File: config.mk
export PLATFORM = sky130hd
export DESIGN_NAME = smw_ctrl
export DESIGN_NICKNAME = d
export VERILOG_FILES = /design/src/smw_pkg.sv /design/src/smw_cfg_mem.sv /design/src/smw_ctrl.sv
export VERILOG_INCLUDE_DIRS = /design/src /design/src/src
export SDC_FILE = /design/constraint.sdc
export NUM_CORES = 1
export LEC_CHECK = 0
export ABC_CLOCK_PERIOD_IN_PS = 3400
export BUFFER_PORTS_ARGS = -buffer_cell sky130_fd_sc_hd__buf_2
export CORE_UTILIZATION = 60
export DETAILED_ROUTE_END_ITERATION = 7
export GPL_TIMING_DRIVEN = 0
export PLACE_DENSITY = 0.78
export SLEW_MARGIN = 20
export SYNTH_ARGS = -nofsm -noshare
export SYNTH_HDL_FRONTEND = slang
export SYNTH_SLANG_ARGS = --single-unit
File: constraint.sdc
create_clock -name mclk -period 3.4 [get_ports mclk]
set_input_delay 0.68 -clock mclk [delete_from_list [all_inputs] [get_ports mclk]]
set_output_delay 0.68 -clock mclk [all_outputs]
set_load 0.03 [all_outputs]
File: src/smw_consts.svh
// constants for the static memory wait-state sequencer
`ifndef SMW_CONSTS_SVH
`define SMW_CONSTS_SVH
`define SMW_EXNW_DISABLED 2'h0
`define SMW_EXNW_FROZEN 2'h2
`define SMW_EXNW_READY 2'h3
`define SMW_TDF_W 4
`define SMW_TDF_MAX 4'hF
`define SMW_CNT_W 9
`define SMW_CNT_ONE 9'h001
`define SMW_CNT_ZERO 9'h000
`define SMW_TDF_ZERO 4'h0
`define SMW_TDF_ONE 4'h1
`define SMW_CS_NONE_BIT 1'h0
`endif

File: src/smw_pkg.sv
// types for the static memory wait-state sequencer
package smw_pkg;
    typedef enum logic [2:0] {
        SMW_IDLE = 3'h0,
        SMW_CSWAIT = 3'h1,
        SMW_RELOAD = 3'h2,
        SMW_R2W = 3'h3,
        SMW_TDF = 3'h4,
        SMW_SETUP = 3'h5,
        SMW_PULSE = 3'h6,
        SMW_HOLD = 3'h7
    } smw_state_t;
endpackage

File: src/smw_cfg_mem.sv
// per-chip-select mode word storage with registered read port
`timescale 1ns/1ps
`default_nettype none
module smw_cfg_mem #(
    parameter int CHIP_SELECT_N = 8,
    parameter int AW = 3,
    parameter int DW = 8
) (
    // clock and reset
    input wire logic mclk,
    input wire logic rst_n,
    // write port
    input wire logic wr_en,
    input wire logic [AW-1:0] wr_addr,
    input wire logic [DW-1:0] wr_data,
    // read port
    input wire logic [AW-1:0] rd_addr,
    output logic [DW-1:0] rd_data
);
    logic [DW-1:0] mem_r [CHIP_SELECT_N];
    logic [DW-1:0] rd_data_r;

    // storage; reset value is mode zero, float count zero
    always_ff @(posedge mclk or negedge rst_n) begin
        if (!rst_n) begin
            for (int i = 0; i < CHIP_SELECT_N; i++) begin
                mem_r[i] <= '0;
            end
            rd_data_r <= '0;
        end else begin
            if (wr_en) begin
                mem_r[wr_addr] <= wr_data;
            end
            rd_data_r <= mem_r[rd_addr];
        end
    end
    assign rd_data = rd_data_r;
endmodule // smw_cfg_mem
`default_nettype wire

File: src/smw_ctrl.sv
// wait-state sequencer of an asynchronous static memory controller
`timescale 1ns/1ps
`default_nettype none
`include "smw_consts.svh"
module smw_ctrl #(
    parameter int CHIP_SELECT_N = 8,
    parameter int CSW = 3
) (
    // clock and reset
    input wire logic mclk,
    input wire logic rst_n,
    // configuration writes; mode word = {tdf_mode, read_mode, ext_wait_mode, tdf}
    input wire logic cs_mode_reg_wr,
    input wire logic [CSW-1:0] cfg_cs,
    input wire logic [`SMW_TDF_W+3:0] cfg_mode_data,
    input wire logic timing_reg_wr,
    input wire logic slow_clock_mode,
    // access request
    input wire logic req_valid,
    output logic req_ready,
    input wire logic req_internal,
    input wire logic req_write,
    input wire logic [CSW-1:0] req_cs,
    input wire logic [`SMW_CNT_W-1:0] req_setup,
    input wire logic [`SMW_CNT_W-1:0] req_pulse,
    input wire logic [`SMW_CNT_W-1:0] req_hold,
    // pins
    input wire logic ext_wait_n,
    output logic [CHIP_SELECT_N-1:0] chip_select_n,
    output logic read_strobe_n,
    output logic write_strobe_n,
    // status
    output logic busy,
    output logic reload_pending,
    output logic [`SMW_TDF_W-1:0] float_left
);
    localparam int MW = `SMW_TDF_W + 4;

    smw_pkg::smw_state_t st_r, st_nxt;
    logic [`SMW_CNT_W-1:0] cnt_r, cnt_nxt;
    logic [`SMW_TDF_W-1:0] tdf_r, tdf_nxt;
    logic reload_r, reload_nxt;
    logic slow_r, slow_nxt;
    logic prev_valid_r, prev_valid_nxt;
    logic prev_read_r, prev_read_nxt;
    logic [CSW-1:0] prev_cs_r, prev_cs_nxt;
    logic [CSW-1:0] cur_cs_r, cur_cs_nxt;
    logic cur_wr_r, cur_wr_nxt;
    logic [MW-1:0] act_mode_r, act_mode_nxt;
    logic [`SMW_CNT_W-1:0] hold_r, hold_nxt;
    logic [`SMW_CNT_W-1:0] pulse_r, pulse_nxt;
    logic [CHIP_SELECT_N-1:0] cs_n_r, cs_n_nxt;
    logic rd_n_r, rd_n_nxt;
    logic wr_n_r, wr_n_nxt;
    logic ready_wait_r, ready_wait_nxt;
    logic sync1_r, sync2_r;
    logic [MW-1:0] mem_rd;

    // per-chip-select mode words, read for the chip select being requested
    smw_cfg_mem #(.CHIP_SELECT_N(CHIP_SELECT_N), .AW(CSW), .DW(MW)) u_mem (
        .mclk(mclk),
        .rst_n(rst_n),
        .wr_en(cs_mode_reg_wr),
        .wr_addr(cfg_cs),
        .wr_data(cfg_mode_data),
        .rd_addr(req_cs),
        .rd_data(mem_rd)
    );

    ////////////////////////////////////////////////////////////////////
    // wait input synchroniser; first stage feeds only the second
    always_ff @(posedge mclk or negedge rst_n) begin
        if (!rst_n) begin
            sync1_r <= 1'b1;
            sync2_r <= 1'b1;
        end else begin
            sync1_r <= ext_wait_n;
            sync2_r <= sync1_r;
        end
    end

    // mode word fields of the active access
    logic act_tdf_mode, act_read_mode;
    logic [1:0] act_wait_mode;
    logic [`SMW_TDF_W-1:0] act_tdf;
    logic wait_low;
    assign act_tdf_mode = act_mode_r[MW-1];
    assign act_read_mode = act_mode_r[MW-2];
    assign act_wait_mode = act_mode_r[MW-3:MW-4];
    assign act_tdf = act_mode_r[`SMW_TDF_W-1:0];
    assign wait_low = !sync2_r;

    ////////////////////////////////////////////////////////////////////
    // sequencer next state
    logic need_cs, need_r2w, need_tdf, fits_tdf;
    always_comb begin
        st_nxt = st_r;
        cnt_nxt = cnt_r;
        tdf_nxt = tdf_r;
        reload_nxt = reload_r;
        slow_nxt = slow_r;
        prev_valid_nxt = prev_valid_r;
        prev_read_nxt = prev_read_r;
        prev_cs_nxt = prev_cs_r;
        cur_cs_nxt = cur_cs_r;
        cur_wr_nxt = cur_wr_r;
        act_mode_nxt = act_mode_r;
        hold_nxt = hold_r;
        pulse_nxt = pulse_r;
        cs_n_nxt = cs_n_r;
        rd_n_nxt = rd_n_r;
        wr_n_nxt = wr_n_r;
        ready_wait_nxt = ready_wait_r;
        req_ready = 1'b0;
        need_cs = prev_valid_r && (req_cs != prev_cs_r);
        need_r2w = prev_valid_r && prev_read_r && req_write;
        // float applies to other-device read or any write after a read
        need_tdf = prev_valid_r && prev_read_r && (tdf_r != `SMW_TDF_ZERO)
            && (req_write || (req_cs != prev_cs_r));
        // optimization: the next setup can absorb what is left of the float
        fits_tdf = act_tdf_mode
            && ({{(`SMW_CNT_W-`SMW_TDF_W){1'b0}}, tdf_r} <= req_setup);
        // a mode write arms reload; set wins over the consume below
        if (cs_mode_reg_wr) begin
            reload_nxt = 1'b1;
        end
        // the float counter runs down in every state but setup, even while internal accesses go by
        if (tdf_r != `SMW_TDF_ZERO && st_r != smw_pkg::SMW_SETUP) begin
            tdf_nxt = tdf_r - `SMW_TDF_ONE;
        end
        case (st_r)
            smw_pkg::SMW_IDLE: begin
                if (slow_clock_mode != slow_r) begin
                    slow_nxt = slow_clock_mode;
                    reload_nxt = 1'b1;
                end
                if (req_valid && req_internal) begin
                    req_ready = 1'b1;
                end else if (req_valid && (!need_tdf || fits_tdf)) begin
                    // taking the access at once avoids a wasted cycle for the clear
                    if (need_tdf) begin
                        tdf_nxt = `SMW_TDF_ZERO;
                    end
                    act_mode_nxt = mem_rd;
                    cur_cs_nxt = req_cs;
                    cur_wr_nxt = req_write;
                    pulse_nxt = req_pulse;
                    hold_nxt = req_hold;
                    cnt_nxt = req_setup;
                    if (need_cs) begin
                        st_nxt = smw_pkg::SMW_CSWAIT;
                        reload_nxt = cs_mode_reg_wr;
                    end else if (reload_r) begin
                        st_nxt = smw_pkg::SMW_RELOAD;
                    end else if (need_r2w) begin
                        st_nxt = smw_pkg::SMW_R2W;
                    end else begin
                        st_nxt = smw_pkg::SMW_SETUP;
                    end
                end
            end
            smw_pkg::SMW_CSWAIT: begin
                st_nxt = need_r2w ? smw_pkg::SMW_R2W : smw_pkg::SMW_SETUP;
            end
            smw_pkg::SMW_RELOAD: begin
                reload_nxt = cs_mode_reg_wr;
                act_mode_nxt = mem_rd;
                st_nxt = need_r2w ? smw_pkg::SMW_R2W : smw_pkg::SMW_SETUP;
            end
            smw_pkg::SMW_R2W: begin
                st_nxt = smw_pkg::SMW_SETUP;
            end
            smw_pkg::SMW_SETUP: begin
                cs_n_nxt = ~({{(CHIP_SELECT_N-1){1'b0}}, 1'b1} << cur_cs_r);
                if (cnt_r <= `SMW_CNT_ONE) begin
                    st_nxt = smw_pkg::SMW_PULSE;
                    cnt_nxt = pulse_r;
                    rd_n_nxt = cur_wr_r;
                    wr_n_nxt = !cur_wr_r;
                end else begin
                    cnt_nxt = cnt_r - `SMW_CNT_ONE;
                end
            end
            smw_pkg::SMW_PULSE: begin
                if (act_wait_mode == `SMW_EXNW_FROZEN && wait_low) begin
                    cnt_nxt = cnt_r;
                end else if (cnt_r <= `SMW_CNT_ONE) begin
                    if (act_wait_mode == `SMW_EXNW_READY && (wait_low || ready_wait_r)
                        && !(ready_wait_r && !wait_low)) begin
                        ready_wait_nxt = 1'b1;
                    end else begin
                        ready_wait_nxt = 1'b0;
                        st_nxt = smw_pkg::SMW_HOLD;
                        cnt_nxt = hold_r;
                        rd_n_nxt = 1'b1;
                        wr_n_nxt = 1'b1;
                        // float period starts at the controlling strobe rising
                        if (!cur_wr_r && act_read_mode) begin
                            tdf_nxt = act_tdf;
                        end
                    end
                end else begin
                    cnt_nxt = cnt_r - `SMW_CNT_ONE;
                end
            end
            smw_pkg::SMW_HOLD: begin
                if (cnt_r <= `SMW_CNT_ONE) begin
                    cs_n_nxt = '1;
                    st_nxt = smw_pkg::SMW_IDLE;
                    prev_valid_nxt = 1'b1;
                    prev_read_nxt = !cur_wr_r;
                    prev_cs_nxt = cur_cs_r;
                    req_ready = 1'b1;
                    if (!cur_wr_r && !act_read_mode) begin
                        tdf_nxt = act_tdf;
                    end else if (!cur_wr_r && tdf_r != `SMW_TDF_ZERO) begin
                        tdf_nxt = tdf_r - `SMW_TDF_ONE;
                    end
                    // hold cycles already spent count, so only what is left is waited
                    if (!cur_wr_r && !act_tdf_mode && tdf_nxt != `SMW_TDF_ZERO) begin
                        st_nxt = smw_pkg::SMW_TDF;
                    end
                end else begin
                    cnt_nxt = cnt_r - `SMW_CNT_ONE;
                end
            end
            smw_pkg::SMW_TDF: begin
                // internal accesses never wait for the external bus to float
                if (req_valid && req_internal) begin
                    req_ready = 1'b1;
                end
                if (tdf_r <= `SMW_TDF_ONE) begin
                    st_nxt = smw_pkg::SMW_IDLE;
                end
            end
            default: begin
                st_nxt = smw_pkg::SMW_IDLE;
            end
        endcase
    end

    // sequencer registers
    always_ff @(posedge mclk or negedge rst_n) begin
        if (!rst_n) begin
            st_r <= smw_pkg::SMW_IDLE;
            cnt_r <= `SMW_CNT_ZERO;
            tdf_r <= `SMW_TDF_ZERO;
            reload_r <= 1'b0;
            slow_r <= 1'b0;
            prev_valid_r <= 1'b0;
            prev_read_r <= 1'b0;
            prev_cs_r <= '0;
            cur_cs_r <= '0;
            cur_wr_r <= 1'b0;
            act_mode_r <= '0;
            hold_r <= `SMW_CNT_ZERO;
            pulse_r <= `SMW_CNT_ZERO;
            cs_n_r <= '1;
            rd_n_r <= 1'b1;
            wr_n_r <= 1'b1;
            ready_wait_r <= 1'b0;
        end else begin
            st_r <= st_nxt;
            cnt_r <= cnt_nxt;
            tdf_r <= tdf_nxt;
            reload_r <= reload_nxt;
            slow_r <= slow_nxt;
            prev_valid_r <= prev_valid_nxt;
            prev_read_r <= prev_read_nxt;
            prev_cs_r <= prev_cs_nxt;
            cur_cs_r <= cur_cs_nxt;
            cur_wr_r <= cur_wr_nxt;
            act_mode_r <= act_mode_nxt;
            hold_r <= hold_nxt;
            pulse_r <= pulse_nxt;
            cs_n_r <= cs_n_nxt;
            rd_n_r <= rd_n_nxt;
            wr_n_r <= wr_n_nxt;
            ready_wait_r <= ready_wait_nxt;
        end
    end

    ////////////////////////////////////////////////////////////////////
    // outputs; timing register writes alone never arm a reload
    assign chip_select_n = cs_n_r;
    assign read_strobe_n = rd_n_r;
    assign write_strobe_n = wr_n_r;
    assign busy = (st_r != smw_pkg::SMW_IDLE);
    assign reload_pending = reload_r;
    assign float_left = tdf_r;
endmodule // smw_ctrl
`default_nettype wire

; ---- Word-level counts from Yosys, hierarchy flattened
; Cells that the tools add are included.
[totals]
ff_bits = 138
out_inout_bits = 17
[op_classes]
addsub = 2
magnitude_cmp = 6
eq_ne = 22
shift = 1
muxes = 63
bitwise_logic = 5
reduce_logical = 47
[op_table]
columns = operator, n
row1 = bitwise mux 64 bit, 1
row2 = 2-to-1 mux 9 bit, 7
row3 = 2-to-1 mux 4 bit, 13
row4 = 2-to-1 mux 8 bit, 6
row5 = 2-to-1 mux 3 bit, 12
row6 = one-hot mux 9 bit (4 select lines), 1
row7 = one-hot mux 8 bit (2 select lines), 2
row8 = binary-select mux 8 bit (select 3 bit), 1
row9 = demux 8 bit (select 3 bit), 1
row10 = one-hot mux 3 bit (7 select lines), 1
row11 = logical AND 1 bit, 19
row12 = inequality test 2 bit (second input constant), 9
row13 = 2-to-1 mux 1 bit, 13
row14 = == test 3 bit (second input constant), 4
row15 = one-hot mux 4 bit (3 select lines), 1
row16 = nonzero test 4 bit, 3
row17 = less-or-equal comparator 4 x 9 -> 1 bit, 1
row18 = less-or-equal comparator 9 x 1 -> 1 bit (second input constant), 1
row19 = AND reduction 3 bit, 3
row20 = subtractor 9 x 1 -> 9 bit (second input constant), 1
row21 = >= comparator 4 bit (second input constant), 2
row22 = inverter 3 -> 4 bit, 2
row23 = inverter 8 bit, 1
row24 = one-hot mux 1 bit (2 select lines), 4
row25 = other kinds (21), 37

; ---- Depth between registers and ports, before layout
[logic_depth]
word_depth = 12
mapped_depth = 11
mapped_depth_nobuf = 9

; ---- Modules after synthesis
; From an unflattened synthesis, not the netlist that was laid out.
[hier_totals]
cells_unflattened = 551
area_unflattened_um2 = 6986.7
[by_module_without_submodules]
columns = mod, instances, cells_each, area_each_um2, seq_area_each_um2
row1 = smw_ctrl, 1, 371, 3793.6, 1641.6
row2 = smw_cfg_mem, 1, 180, 3193.1, 1801.7

; ---- Worst setup path before layout
; Ideal clock, no wire load.
[synth_path]
kind = input -> register
startpoint = input req_setup[1]
endpoint = register act_mode_r[0]
setup_ps = 125
arrival_ps = 2347
setup_slack_ps = 929
cell_stages = 10
n_path_buf = 1
cell_sequence = inv_1 -> ha_1 -> nor2b_1 -> o211ai_1 -> a21o_1 -> nand2_1 -> a21oi_1 -> o21a_1 -> clkbuf_1 -> mux2_2
[synth_via]
elab_chain_len = 6
[synth_lines]
columns = element, line
row1 = "start, declared", smw_ctrl.sv:24  ; input wire logic [`SMW_CNT_W-1:0] req_setup,
row2 = less-or-equal comparator 4 x 9 -> 1 bit, smw_ctrl.sv:122  ; && ({{(`SMW_CNT_W-`SMW_TDF_W){1'b0}}, tdf_r} <= req_setup);
row3 = logical AND 1 bit, smw_ctrl.sv:121  ; fits_tdf = act_tdf_mode
row4 = logical OR 1 bit, smw_ctrl.sv:139  ; end else if (req_valid && (!need_tdf || fits_tdf)) begin
row5 = logical AND 1 bit, smw_ctrl.sv:139
row6 = inequality test 2 bit (no line), -
row7 = AND reduction 3 bit (no line), -
row8 = "end signal, assigned", smw_ctrl.sv:273  ; act_mode_r <= act_mode_nxt;
row9 = "end, declared", smw_ctrl.sv:49  ; logic [MW-1:0] act_mode_r, act_mode_nxt;
; Every way passes these cells.
; A chain may end at the register's enable or synchronous reset.

; ---- Worst setup path after layout
[layout_path]
startpoint = register cnt_r[4]
endpoint = output req_ready
[layout_via]
elab_chain_len = 3
[layout_lines]
columns = element, line
row1 = "start, declared", smw_ctrl.sv:40  ; logic [`SMW_CNT_W-1:0] cnt_r, cnt_nxt;
row2 = "start signal, assigned", smw_ctrl.sv:246  ; cnt_r <= `SMW_CNT_ZERO;
row3 = "start signal, assigned", smw_ctrl.sv:264  ; cnt_r <= cnt_nxt;
row4 = less-or-equal comparator 9 x 1 -> 1 bit (no line), -
row5 = 2-to-1 mux 1 bit, smw_ctrl.sv:207  ; if (cnt_r <= `SMW_CNT_ONE) begin
row6 = one-hot mux 1 bit (2 select lines), smw_ctrl.sv:131  ; case (st_r)
row7 = "end, declared", smw_ctrl.sv:20  ; output logic req_ready,
; Every way passes these cells.

==> impl.org <==
** Clock network
- Buffers inserted during clock tree synthesis total 17.
- Root Driver :: sky130_fd_sc_hd__clkbuf_8
- Worst-skew pair later-pin latency :: 540 ps
- Post-CTS repair timing setup buffer count :: 0
- Clock-pin slew reported for the worst setup and hold paths after clock tree synthesis :: 60 ps
- In this run the deepest clock path goes through 2 buffers.
- After clock tree synthesis, the flow added hold-fix buffers numbering 0.
- In this run, post-CTS repair resized a total of 0 instances.
- TritonCTS built the clock tree.
- Clk sinks :: 137
- CTS built an H-tree with a depth of 4.

** GRT
- In the global route stage, overall resource usage came out at 28.8%.
- Largest net degree at the start of global routing :: 74
- First-pass GRT wire length :: 24600 um
- Remaining global-route overflow :: 0
- The via count of the first global-routing pass was 4793.
- Initial antenna violation count :: 0

** Setup path
- Worst endpoint data arrival time :: 2480 ps
- Most Frequent Cell on Critical Path :: sky130_fd_sc_hd__nand2_1
- The largest individual stage delay along the critical path comes from the cell sky130_fd_sc_hd__dfrtp_1.
- For flop-to-flop paths, the worst setup slack is 740 ps.
- Largest stage delay on the critical path :: 450 ps
- Kind of cell with the highest combined delay on the critical path :: simple AND/OR/NAND/NOR gates
- Critical path launch point :: cnt_r[4]$_DFFE_PN0P_
- The worst setup path is launched from a register.
- For the worst setup path, the data required time is 2720 ps.
- Count of buffering cells on the critical path with inverters included :: 2
- The startpoint identified for the worst register-to-register timing path is float_left[0]$_DFF_PN0_.
- Traced cell by cell, the critical path runs through nor4_4 > o211a_1 > nand2_1 > clkbuf_1 > nand2_1 > buf_2.
- Worst r2r path cells :: 8
- Worst Setup Path Type :: reg -> out
- Largest driver fanout on the critical path :: 10
- The worst setup path is captured at an output pin.
- Reg-to-Reg End :: act_mode_r[1]$_DFFE_PN0P_

** Layout
- Fillcell total :: 766
- Summing all multi-input logic gate instances after layout gives 3090 um^2.
- Fraction of layout instances using a drive strength above 1 :: 39.2%
- The finished layout holds 775 standard cells, fillers aside.
- Registers take 3440 um^2.
- The net count of the finished layout is 680.
- The area growth from synthesis to layout is 16.9%.
- Count of inserted antenna diode cells :: 0

** Power
- LEAKAGE :: 3.38 nW
- Total power per unit cell area :: 897 nW/um^2
- Registers are responsible for 37.2% of the overall power.
- Summed over all nets, the switching power comes to 2.53 mW.
- Switching power as a share of total power :: 36.1%
- Comb pwr share :: 35.7%
- In this run, the clock network consumes 27.1% of the power.
- Max IR drop VDD :: 594 uV
- Internal Power :: 4.48 mW

** Placement
- Total half-perimeter wirelength after legalization and detailed placement :: 10500 um
- GP Congestion :: 0.919
- In this run the tool buffered the top-level ports with 58 buffer cells.
- The number of placed instances, taps included, is 743.

** STA
- Final worst path period need :: 3160 ps
- Setup repair after global routing left no endpoint under its margin.
- Clock Skew :: 8.65 ps
- Count of pins over their slew limit :: 0
- Total setup violations reported at the end of the flow :: 0
- Worst slew pin tran :: 906 ps
- Summed over all failing endpoints, the final setup total negative slack is 0 ps.
- The total count of hold-check failures in the final report was 0.
- The worst pin sits at a relative slew slack of 39.3%.
- The final critical path takes up 93.0% of the cycle.
- Maximum clock frequency :: 316 MHz

** Logic synthesis
- Predominant post-synthesis flop cell :: sky130_fd_sc_hd__dfrtp_1
- After synthesis the netlist holds a flip-flop and latch count of 137.
- During synthesis, Yosys emitted a total of 0 warnings.
- The share of synthesized area in the top cell type comes to 46.8%.
- In the synthesized netlist the async set-or-reset flop fraction comes to 100%.
- Avg Inst Size Synth :: 12.3 um^2
- Netlist area before placement :: 6690 um^2
- Mapped Nets :: 602
- The netlist uses 54 different library cells.
- EDFF count, synth :: 0
- Post-synthesis sequential area ratio :: 51.5%
- Top post-synthesis cells by area :: sky130_fd_sc_hd__dfrtp_1, sky130_fd_sc_hd__mux2_2, sky130_fd_sc_hd__mux4_2
- Syn Inst Count :: 544
- The biggest area contributor in the post-synthesis netlist is sky130_fd_sc_hd__dfrtp_1.

** Die
- Starting density of the core :: 61.7%
- 67 I/O pins were placed.
- The die covers 11600 um^2.
- Height of the die :: 108 um
- Measured along the x axis, the die boundary spans 108 um.
- The total area inside the core boundary comes to 10800 um^2.
- Std cell rows :: 38

** Detailed routing
- In the routed layout, each cell is associated on average with a via count of 6.10.
- Count of routing violations after the opening detailed-route iteration :: 330
- Total iterations of the first detailed-routing run :: 5
- Total wire length :: 15200 um
- After detailed routing, the average wire length per cell comes to 19.6 um.
- In the routed design, unresolved DRC markers number 0.
- Post-DRT Antenna Nets :: 0
- Via count :: 4730

** Hold path
- The worst hold path belongs to the class in -> async.

** Status
- Run status :: completed

** Job
- Max-cap violations :: 0
## kinds of logic after synthesis
kind of cell | share of synthesized area [%]
adder cells (fa/ha/maj) | 1.50
XOR/XNOR | 1.44
AND/OR/NAND/NOR | 9.43
AO/OA/AOI/OAI | 10.1
buffers and inverters | 2.52
multiplexers | 23.5
flip-flops | 51.5
## cell usage after synthesis (2+ instances only)
cell	instances
sky130_fd_sc_hd__a21oi_1	18
sky130_fd_sc_hd__ha_1	8
sky130_fd_sc_hd__inv_1	11
sky130_fd_sc_hd__nand2_1	31
sky130_fd_sc_hd__nor3_1	11
sky130_fd_sc_hd__and2_1	2
sky130_fd_sc_hd__or3_1	3
sky130_fd_sc_hd__o21a_1	2
sky130_fd_sc_hd__mux4_2	16
sky130_fd_sc_hd__o21ai_0	35
sky130_fd_sc_hd__mux2_2	107
sky130_fd_sc_hd__nand3_1	6
sky130_fd_sc_hd__dfstp_2	12
sky130_fd_sc_hd__nand2b_1	8
sky130_fd_sc_hd__nor2_1	31
sky130_fd_sc_hd__xnor2_1	9
sky130_fd_sc_hd__a222oi_1	2
sky130_fd_sc_hd__nand4b_1	5
sky130_fd_sc_hd__nor3_2	2
sky130_fd_sc_hd__a41oi_1	2
sky130_fd_sc_hd__and3_1	3
sky130_fd_sc_hd__a31oi_1	9
sky130_fd_sc_hd__o22ai_1	5
sky130_fd_sc_hd__o211ai_1	7
sky130_fd_sc_hd__a221o_1	2
sky130_fd_sc_hd__nand4_1	3
sky130_fd_sc_hd__o221ai_1	3
sky130_fd_sc_hd__dfrtp_1	125
sky130_fd_sc_hd__nand3b_1	2
sky130_fd_sc_hd__nor3b_2	2
sky130_fd_sc_hd__xor2_1	2
sky130_fd_sc_hd__clkbuf_1	16
sky130_fd_sc_hd__nor3b_1	2
sky130_fd_sc_hd__nor2b_1	6
sky130_fd_sc_hd__a21o_1	2
sky130_fd_sc_hd__o31ai_1	4
sky130_fd_sc_hd__buf_2	8
sky130_fd_sc_hd__buf_6	2
sky130_fd_sc_hd__a221oi_1	5
## placed cells by master, fill, tap and decap left out, types with 7 or more instances in the layout
cell                        synthesis  layout
sky130_fd_sc_hd__clkbuf_1          16      16
sky130_fd_sc_hd__nor3_1            11      10
sky130_fd_sc_hd__nor2_1            31      31
sky130_fd_sc_hd__a21oi_1           18      18
sky130_fd_sc_hd__buf_2              8      65
sky130_fd_sc_hd__dfrtp_1          125     125
sky130_fd_sc_hd__o21ai_0           35      35
sky130_fd_sc_hd__inv_1             11      11
sky130_fd_sc_hd__clkbuf_16          0      16
sky130_fd_sc_hd__a31oi_1            9       9
sky130_fd_sc_hd__dfstp_2           12      12
sky130_fd_sc_hd__xnor2_1            9       9
sky130_fd_sc_hd__o211ai_1           7       7
sky130_fd_sc_hd__nand2_1           31      31
sky130_fd_sc_hd__ha_1               8       8
sky130_fd_sc_hd__mux4_2            16      16
sky130_fd_sc_hd__mux2_2           107     107
sky130_fd_sc_hd__nand2b_1           8       8
## metrics by stage
step / power (mW) / setup WS (ps) / cell area, um^2 / util [%] / hold slack, ps
global placement: 4.97 / -46.9 / 7160 / 66.0 / 347
floorplan: 4.40 / 929 / 6690 / - / 345
detailed placement: 5.09 / 579 / 7200 / 66.4 / 350
global route: 7.43 / 70.7 / 7820 / 72.1 / 95.6
CTS: 7.01 / 123 / 7810 / 72.1 / 87.3
finish: 7.01 / 239 / 7820 / 72.1 / 66.9
## worst reg2reg max path, stage by stage (launching register included)
cell	delay [ps]
sky130_fd_sc_hd__dfrtp_1	430
sky130_fd_sc_hd__inv_1	190
sky130_fd_sc_hd__ha_1	320
sky130_fd_sc_hd__nor3b_1	430
sky130_fd_sc_hd__nor3_1	150
sky130_fd_sc_hd__a21oi_1	150
sky130_fd_sc_hd__o21a_1	120
sky130_fd_sc_hd__clkbuf_1	360
sky130_fd_sc_hd__mux2_2	400
## worst max path at each step
| stage | end | slack [ps] | cells past startpoint |
|---|---|---|---|
| after CTS | req_ready | 120 | 6 |
| after floorplan | act_mode_r[0]$_DFFE_PN0P_ | 930 | 10 |
| after global routing | req_ready | 70 | 7 |
| after detailed placement | act_mode_r[1]$_DFFE_PN0P_ | 580 | 11 |
| final | req_ready | 240 | 6 |
| after global placement | u_mem.mem_r[12]$_DFFE_PN0P_ | -50 | 1 |
## routing by layer
layer	global-route usage, %	wire length, um
met1	37.3	6510
met4	11.8	344
met3	6.60	659
met5	0	0
met2	47.0	7640
## power by group through the flow
| stage | combinational [mW] | sequential, mW | clock (mW) |
|---|---|---|---|
| CTS | 2.49 | 2.59 | 1.92 |
| detailed placement | 2.47 | 2.61 | 0 |
| global route | 2.76 | 2.67 | 2.00 |
| global placement | 2.39 | 2.57 | 0 |
| floorplan | 1.77 | 2.63 | 0 |
| finish | 2.50 | 2.61 | 1.90 |
## area by class of cell
type / instances / share of cell area [%]
timing repair buffer: 59 / 4.19
inverter: 11 / 0.528
buffer: 27 / 1.63
clock inverter: 14 / 2.37
sequential: 137 / 44.0
clock buffer: 18 / 5.47
tap: 140 / 2.24
multi-input combinational: 369 / 39.5
## state kept, by name, summed over array words and instances, names as in the netlist, 3 cells and up
name	count
act_mode_r	8
chip_select_n	8
cnt_r	9
cur_cs_r	3
float_left	4
hold_r	9
prev_cs_r	3
pulse_r	9
st_r	3
u_mem.mem_r	64
u_mem.rd_data	8
Power figures use the tool's default switching activity.
